[config.mk]
export PLATFORM = sky130hd
export DESIGN_NAME = interrupt_vector_mapping
export DESIGN_NICKNAME = d
export VERILOG_FILES = /design/src/ivm_pkg.sv /design/src/interrupt_vector_mapping.sv /design/src/lowest_set_finder.sv
export SDC_FILE = /design/constraint.sdc
export NUM_CORES = 1
export LEC_CHECK = 0
export BUFFER_PORTS_ARGS = -buffer_cell sky130_fd_sc_hd__buf_2
export CELL_PAD_IN_SITES_DETAIL_PLACEMENT = 2
export CELL_PAD_IN_SITES_GLOBAL_PLACEMENT = 2
export CORE_AREA = 3 3 156 158
export DETAILED_ROUTE_END_ITERATION = 10
export DIE_AREA = 0 0 159 161
export GPL_TIMING_DRIVEN = 1
export PLACE_DENSITY = 0.86
export SYNTH_ARGS = -nofsm -noshare
export SYNTH_HDL_FRONTEND = slang
export SYNTH_HIERARCHICAL = 1
export SYNTH_SLANG_ARGS = --single-unit
[constraint.sdc]
create_clock -name pclk -period 2.83 [get_ports pclk]
set_input_delay 0.1415 -clock pclk [delete_from_list [all_inputs] [get_ports pclk]]
set_output_delay 0.1415 -clock pclk [all_outputs]
set_load 0.05 [all_outputs]
[src/ivm_pkg.sv]
// Constants for the interrupt request and vector mapping block.
// Assumes one clock domain and an APB master with 32-bit data.
package ivm_pkg;
    localparam int VEC_W = 64;
    localparam int N_VEC = 45;
    localparam int IDX_W = 6;
    localparam int WAD_W = 7;
    localparam int ADDR_W = 8;
    localparam int WORD = 32;
    localparam int WORD_STEP = 2;
    localparam logic [ADDR_W-1:0] OFS_CTRL = 8'h00;
    localparam logic [ADDR_W-1:0] OFS_EN_LO = 8'h04;
    localparam logic [ADDR_W-1:0] OFS_EN_HI = 8'h08;
    localparam logic [ADDR_W-1:0] OFS_FLG_LO = 8'h0C;
    localparam logic [ADDR_W-1:0] OFS_FLG_HI = 8'h10;
    localparam logic [ADDR_W-1:0] OFS_STAT = 8'h14;
    localparam int CB_GE = 0;
    localparam int CB_SP0 = 1;
    localparam int CB_SP1 = 2;
    localparam int CB_OVR = 3;
    localparam int CB_PV_LO = 8;
    localparam int SB_REQ = 0;
    localparam int SB_VEC_LO = 8;
    localparam int SB_WAD_LO = 16;
    localparam int VEC_RESET = 0;
    localparam int VEC_NMI = 1;
    localparam int VEC_TA0 = 8;
    localparam int VEC_SPI = 17;
    localparam int VEC_TA1 = 38;
    localparam int TA_NUM = 5;
    localparam int TO_HUNF = 1;
    localparam int TO_CMP0 = 2;
    localparam int SE_LUNF = 0;
    localparam int SE_HUNF = 1;
    localparam logic [WAD_W-1:0] ADDR_RESET = 7'h00;
    localparam logic [WAD_W-1:0] ADDR_NMI = 7'h02;
    localparam logic [WAD_W-1:0] ADDR_SPI = 7'h22;
endpackage : ivm_pkg

[src/interrupt_vector_mapping.sv]
// Interrupt flags, enables, request gating and vector selection.
// Source events are one-cycle pulses from logic on pclk; no synchroniser.
//
// Added by the designer: the APB slave port and the register offsets.
`timescale 1ns/10ps
`default_nettype none
module interrupt_vector_mapping #(
    parameter int N_VEC = ivm_pkg::N_VEC
) (
    input wire logic pclk,
    input wire logic presetn,
    input wire logic psel,
    input wire logic penable,
    input wire logic pwrite,
    input wire logic [ivm_pkg::ADDR_W-1:0] paddr,
    input wire logic [31:0] pwdata,
    output logic [31:0] prdata,
    output logic pready,
    output logic pslverr,
    input wire logic [N_VEC-1:0] evt_in,
    input wire logic [ivm_pkg::TA_NUM-1:0] timer_a0_split_evt,
    input wire logic [ivm_pkg::TA_NUM-1:0] timer_a1_split_evt,
    input wire logic memory_scan_checker,
    input wire logic clock_failure_detector,
    output logic irq_req,
    output logic [ivm_pkg::IDX_W-1:0] irq_vector,
    output logic [ivm_pkg::WAD_W-1:0] irq_word_addr
);
    localparam int VW = ivm_pkg::VEC_W;
    localparam int IW = ivm_pkg::IDX_W;
    localparam int AW = ivm_pkg::WAD_W;
    localparam int WD = ivm_pkg::WORD;

    typedef struct packed {
        logic ge;
        logic sp0;
        logic sp1;
        logic ovr;
        logic [IW-1:0] pv;
        logic [VW-1:0] en;
        logic [VW-1:0] flg;
        logic req;
        logic [IW-1:0] vec;
        logic [AW-1:0] wad;
        logic [31:0] rd;
        logic err;
    } state_s;

    state_s s_r;
    state_s s_nxt;

    logic [VW-1:0] vld;
    logic [VW-1:0] ev;
    logic [VW-1:0] ena;
    logic [VW-1:0] pend_cur;
    logic [VW-1:0] gate;
    logic [VW-1:0] clr;
    logic found;
    logic [IW-1:0] low_idx;
    logic [IW-1:0] vec_sel;
    logic nmi_src;
    logic setup;
    logic acc_wr;
    logic hit;

    assign nmi_src = memory_scan_checker | clock_failure_detector;
    assign setup = psel & ~penable;
    assign acc_wr = psel & penable & pwrite;
    assign hit = (paddr == ivm_pkg::OFS_CTRL) || (paddr == ivm_pkg::OFS_EN_LO) ||
        (paddr == ivm_pkg::OFS_EN_HI) || (paddr == ivm_pkg::OFS_FLG_LO) ||
        (paddr == ivm_pkg::OFS_FLG_HI) || (paddr == ivm_pkg::OFS_STAT);

    // Per vector: ownership, event source and effective enable
    for (genvar i = 0; i < VW; i++) begin : g_vec
        if (i >= N_VEC || i == ivm_pkg::VEC_RESET) begin : g_none
            // Reset entry is not a request and vectors past the table do not exist
            assign vld[i] = 1'b0;
            assign ev[i] = 1'b0;
            assign ena[i] = 1'b0;
            assign gate[i] = 1'b0;
        end else if (i == ivm_pkg::VEC_NMI) begin : g_nmi
            assign vld[i] = 1'b1;
            assign ev[i] = nmi_src;
            // Non-maskable: no enable and no global gate
            assign ena[i] = 1'b1;
            assign gate[i] = 1'b1;
        end else if (i >= ivm_pkg::VEC_TA0 && i < ivm_pkg::VEC_TA0 + ivm_pkg::TA_NUM)
        begin : g_ta0
            assign vld[i] = 1'b1;
            if (i == ivm_pkg::VEC_TA0 + ivm_pkg::TO_HUNF) begin : g_h
                // High underflow exists only in split mode
                assign ev[i] = s_r.sp0 & timer_a0_split_evt[i - ivm_pkg::VEC_TA0];
            end else begin : g_o
                assign ev[i] = s_r.sp0 ? timer_a0_split_evt[i - ivm_pkg::VEC_TA0] :
                    evt_in[i];
            end
            assign ena[i] = s_r.en[i];
            assign gate[i] = s_r.ge;
        end else if (i >= ivm_pkg::VEC_TA1 && i < ivm_pkg::VEC_TA1 + ivm_pkg::TA_NUM)
        begin : g_ta1
            assign vld[i] = 1'b1;
            if (i == ivm_pkg::VEC_TA1 + ivm_pkg::TO_HUNF) begin : g_h
                assign ev[i] = s_r.sp1 & timer_a1_split_evt[i - ivm_pkg::VEC_TA1];
            end else begin : g_o
                assign ev[i] = s_r.sp1 ? timer_a1_split_evt[i - ivm_pkg::VEC_TA1] :
                    evt_in[i];
            end
            assign ena[i] = s_r.en[i];
            assign gate[i] = s_r.ge;
        end else begin : g_gen
            // One input line per vector, so no vector has two owners
            assign vld[i] = 1'b1;
            assign ev[i] = evt_in[i];
            assign ena[i] = s_r.en[i];
            assign gate[i] = s_r.ge;
        end
    end

    // Enable, flag and global gate must all hold
    assign pend_cur = s_r.flg & ena & gate;

    lowest_set_finder #(
        .W(VW),
        .IW(IW)
    ) u_find (
        .bits(pend_cur),
        .found(found),
        .idx(low_idx)
    );

    // Override only wins when its vector is really pending
    assign vec_sel = (s_r.ovr && pend_cur[s_r.pv]) ? s_r.pv : low_idx;

    always_comb begin
        s_nxt = s_r;
        clr = '0;
        if (acc_wr) begin
            case (paddr)
                ivm_pkg::OFS_CTRL: begin
                    s_nxt.ge = pwdata[ivm_pkg::CB_GE];
                    s_nxt.sp0 = pwdata[ivm_pkg::CB_SP0];
                    s_nxt.sp1 = pwdata[ivm_pkg::CB_SP1];
                    s_nxt.ovr = pwdata[ivm_pkg::CB_OVR];
                    s_nxt.pv = pwdata[ivm_pkg::CB_PV_LO +: IW];
                end
                ivm_pkg::OFS_EN_LO: begin
                    s_nxt.en[WD-1:0] = pwdata & vld[WD-1:0];
                end
                ivm_pkg::OFS_EN_HI: begin
                    s_nxt.en[VW-1:WD] = pwdata & vld[VW-1:WD];
                end
                ivm_pkg::OFS_FLG_LO: begin
                    clr[WD-1:0] = pwdata;
                end
                ivm_pkg::OFS_FLG_HI: begin
                    clr[VW-1:WD] = pwdata;
                end
                default: begin
                end
            endcase
        end
        // Set wins over a clear in the same cycle; flag is kept regardless of enable
        s_nxt.flg = ((s_r.flg & ~clr) | ev) & vld;
        // Request follows the pending set one cycle later; acceptance is not an input
        s_nxt.req = found;
        s_nxt.vec = found ? vec_sel : '0;
        s_nxt.wad = AW'(s_nxt.vec * ivm_pkg::WORD_STEP);
        if (setup) begin
            s_nxt.err = ~hit;
            s_nxt.rd = '0;
            case (paddr)
                ivm_pkg::OFS_CTRL: begin
                    s_nxt.rd[ivm_pkg::CB_GE] = s_r.ge;
                    s_nxt.rd[ivm_pkg::CB_SP0] = s_r.sp0;
                    s_nxt.rd[ivm_pkg::CB_SP1] = s_r.sp1;
                    s_nxt.rd[ivm_pkg::CB_OVR] = s_r.ovr;
                    s_nxt.rd[ivm_pkg::CB_PV_LO +: IW] = s_r.pv;
                end
                ivm_pkg::OFS_EN_LO: begin
                    s_nxt.rd = ena[WD-1:0];
                end
                ivm_pkg::OFS_EN_HI: begin
                    s_nxt.rd = ena[VW-1:WD];
                end
                ivm_pkg::OFS_FLG_LO: begin
                    s_nxt.rd = s_r.flg[WD-1:0];
                end
                ivm_pkg::OFS_FLG_HI: begin
                    s_nxt.rd = s_r.flg[VW-1:WD];
                end
                ivm_pkg::OFS_STAT: begin
                    s_nxt.rd[ivm_pkg::SB_REQ] = s_r.req;
                    s_nxt.rd[ivm_pkg::SB_VEC_LO +: IW] = s_r.vec;
                    s_nxt.rd[ivm_pkg::SB_WAD_LO +: AW] = s_r.wad;
                end
                default: begin
                end
            endcase
        end
    end

    always_ff @(posedge pclk or negedge presetn) begin
        if (!presetn) begin
            s_r <= '0;
        end else begin
            s_r <= s_nxt;
        end
    end

    // Read data is caught in the setup cycle, so no wait states are needed
    assign pready = 1'b1;
    assign pslverr = s_r.err;
    assign prdata = s_r.rd;
    assign irq_req = s_r.req;
    assign irq_vector = s_r.vec;
    assign irq_word_addr = s_r.wad;

    // Helpers for the checks below
    logic [VW-1:0] below;
    assign below = (VW'(1) << irq_vector) - VW'(1);
endmodule : interrupt_vector_mapping
`default_nettype wire

[src/lowest_set_finder.sv]
// Finds the lowest set bit of a vector.
// Purely combinational; the caller registers the result.
`timescale 1ns/10ps
`default_nettype none
module lowest_set_finder #(
    parameter int W = 64,
    parameter int IW = 6
) (
    input wire logic [W-1:0] bits,
    output logic found,
    output logic [IW-1:0] idx
);
    always_comb begin
        found = 1'b0;
        idx = '0;
        // Scan downward so the lowest set bit is the last one kept
        for (int i = W - 1; i >= 0; i--) begin
            if (bits[i]) begin
                found = 1'b1;
                idx = IW'(i);
            end
        end
    end
endmodule : lowest_set_finder
`default_nettype wire

==> out/qor.txt <==
Run status - completed
Fraction of final layout cells sized beyond drive strength 1 - 26.5%
Final count of hold timing violations - 0
Relative contribution of sequential cells to total power - 41.4%
Sum of negative setup slack - 0 ns
Number of pins with negative max-slew slack in the final report - 0
Antenna violations before repair - 2
Logic depth of the worst setup path including buffers - 11
Core Box Area - 0.0233 mm²
Area of combinational cells with multiple inputs - 0.00428 mm²
Htree depth - 4
Sum of overflow across all layers after global routing - 0
Worst Path Arrival - 3.05 ns
DP Worst Slack - 0.178 ns
Critical path capture point type - flop
Max cap viols - 0
Worst rel slew slack - 56.2%
Data required time at the worst endpoint - 3.12 ns
Clock Sink Count - 137
Die span in y - 161 µm
Maximum net fanout on the critical path - 14
Power per standard cell area - 464 mW/mm²
Clock transition at the registers of the reported paths - 0.07 ns
Switching power summed over all nets - 0.00127 W
Die X-Extent - 159 µm
First-pass GRT wire length - 56,100 µm
Slowest cell on the critical path - sky130_fd_sc_hd__dfrtp_1
Synthesized cell area - 0.00804 mm²
Area of all placed cells without fillers - 0.0105 mm²
Worst skew pair latency - 0.44 ns
Synthesized area per cell - 9.77 µm²
Layout Skew - 0.0148 ns
Drt total wl - 36,800 µm
Internal power summed over all cells - 0.00359 W
Total of buffers placed on input and output ports - 143
DRC violation count after routing - 0
I/O Pins - 150
Leakage - 4.79 nW
Final worst path period need - 2.76 ns
Ys Warns - 6
Post-Synthesis Cells - 823
Area Growth Syn to Fin - 30.3%
Async set-or-reset flop fraction in the synthesized netlist - 100%
CTS tree - done
Worst Reg-to-Reg Cells - 11
Sw Ratio - 26.1%
Max frequency - 362 MHz
Final setup violating endpoints - 0
Largest net degree at the start of global routing - 55
Most common library cell in the layout ignoring fill and taps - sky130_fd_sc_hd__buf_2
Slack of the worst reg-to-reg path - 0.07 ns
Number of different library cells in the post-synthesis netlist - 64
Initial Utilization - 34.6%
Worst reg2reg path startpoint - gate[2]
Crit-path max cell delay - 0.45 ns
Initial DRC Count - 720
Number of nets with antenna violations after routing - 0
Vias in the first global route - 8,817
Vias - 7,920
Post-placement cell count - 1,295
Worst setup path category - reg2reg
Final HPWL DP - 22,800 µm
Routed wirelength normalized by instance count - 26.2 µm
Highest ir drop seen on vdd - 0.319 mV
Number of fill cells - 2,491
Family of cells with the greatest summed delay on the critical path - simple AND/OR/NAND/NOR gates
Clk network pwr share - 49.4%
Post-synth EDFFs - 0
Top_reg_cell synth - sky130_fd_sc_hd__dfrtp_1
Maximum clock path buffer count - 2
Critical-path cell list - buf_4 -> buf_4 -> and3_1 -> nor2_1 -> nand2_1 -> nor4_2 -> o21ai_1 -> o2111ai_1 -> a21boi_1 -> nand2_1 -> mux2i_1
Final worst-path cycle share - 97.6%
Category of the worst setup path launch point - flop
Number of buffers added by the clock tree synthesis step - 17
Storage cell area - 0.00343 mm²
DRT Pass-1 Iters - 5
Post CTS Setup Buffer Count - 0
Clk root buf - sky130_fd_sc_hd__clkbuf_16
Floorplan die area - 0.0256 mm²
Area of placed instances - 0.00911 mm²
Count of nets after finishing - 1,169
Number of placement rows - 56
Routability Congestion - 0.918
Capturing instance or port of the critical path - irq_vector[2]
Worst path buffer plus inverter count - 2
Via-per-instance ratio - 5.65
Crit path setup slack, layout - 0.0690 ns
Transition at the pin with the smallest max-transition slack - 0.657 ns
Total of flip-flops plus latches after synthesis - 137
Gr usage total - 28.6%
Worst setup path start - gate[2]
Total Power Consumption - 0.00486 W
RSZ-0062 raised after global routing - no
Worst min path class - in2reg
Comb pwr share - 9.2%
Sequential-to-total area share from yosys stat - 42.7%
Endpoint of the worst register-to-register path - irq_vector[2]
Post-route insts no fill - 1,401
Top library cells by usage in the layout, fill and taps aside - sky130_fd_sc_hd__buf_2, sky130_fd_sc_hd__dfrtp_1, sky130_fd_sc_hd__nand2_1
synth_stat cells (all sizes together), types with 15 or more instances:
library cell	number	share of area, %
o31ai	15	1.4
mux2	54	7.6
nand3	18	1.1
buf	65	5.7
dfrtp	137	43
nor2	42	2.0
clkbuf	22	1.0
o21ai	31	1.9
nand2	124	5.8
a21o	33	3.1
nor3	17	1.4
a21oi	23	1.4
and3	50	3.9
nor4	15	1.2
mux2i	35	4.4
inv	18	0.84
how the worst min path moves through the flow:
| stage | from | end | slack (ns) | cells past startpoint |
|---|---|---|---|---|
| CTS | pwdata[10] | ena[42] | 0.02 | 2 |
| detailed placement | presetn | pslverr | 0.12 | 1 |
| global placement | presetn | pslverr | 0.12 | 1 |
| finish | pwdata[3] | s_r[181] | 0.02 | 2 |
| global route | pwdata[17] | ena[17] | 0.03 | 2 |
| floorplan | presetn | ena[10] | -0.15 | 0 |
metrics by stage:
step / utilization [%] / hold WS (ns)
3_5_place_dp: 39.2 / 0.121
4_1_cts: 44.9 / 0.0168
2_1_floorplan: - / -0.154
5_1_grt: 45.0 / 0.0275
6_report: 45.0 / 0.0220
3_3_place_gp: 39.2 / 0.123
logic make-up (layout without fill, tap and decap cells):
logic type	count (synthesis)	count (layout)	share of synthesized area, %
and+or+nand+nor	301	301	18.6
AOI/OAI and AO/OA	177	177	16.0
DFF	137	137	42.7
buffers and inverters	105	294	7.52
muxes	100	100	15.0
other	2	72	0.0934
xor gates and xnor gates	1	1	0.109
flip-flops by register name (all words and copies together), names as in the netlist:
signal	count
pslverr	1
irq_req	1
prdata	32
irq_vector	6
gate	1
ena	43
s_r	53
what timing repair did:
action                                  4_1_cts  5_1_grt
gates resized for setup                       0        5
hold buffers                                 72        0
hold endpoints to repair                    118        0
endpoints found under the setup margin        0        6
cell type report:
| type | instances | share of cell area, % |
|---|---|---|
| antenna | 3 | 0.0717 |
| clock buffer | 19 | 4.23 |
| clock inverter | 12 | 1.56 |
| inverter | 18 | 0.645 |
| multi-input combinational | 648 | 40.9 |
| sequential | 137 | 32.7 |
| tap | 319 | 3.81 |
| timing repair buffer | 245 | 16.0 |
metal layers:
metal	vias up	GRT usage, %	share of wire (%)
met1	4076	35.0	41
met2	360	49.0	49
met5	-	0	0
met3	107	5.90	5.5
li1	3377	-	-
met4	0	12.9	4.4
worst reg2reg max path, stage by stage (launching register included):
cell,delay [ns]
sky130_fd_sc_hd__dfrtp_1,0.45
sky130_fd_sc_hd__buf_4,0.24
sky130_fd_sc_hd__buf_4,0.19
sky130_fd_sc_hd__and3_1,0.25
sky130_fd_sc_hd__nor2_1,0.25
sky130_fd_sc_hd__nand2_1,0.18
sky130_fd_sc_hd__nor4_2,0.44
sky130_fd_sc_hd__o21ai_1,0.17
sky130_fd_sc_hd__o2111ai_1,0.15
sky130_fd_sc_hd__a21boi_1,0.10
sky130_fd_sc_hd__nand2_1,0.10
sky130_fd_sc_hd__mux2i_1,0.08
power by group through the flow:
stage | registers [W] | clock network [W] | logic [W]
after detailed placement | 0.00204 | 0 | 0.000351
after CTS | 0.00201 | 0.00239 | 0.000430
after global routing | 0.00201 | 0.00253 | 0.000488
after global placement | 0.00204 | 0 | 0.000339
after floorplan | 0.00203 | 0 | 0.000176
final | 0.00201 | 0.00240 | 0.000449
Power figures use the tool's default switching activity.
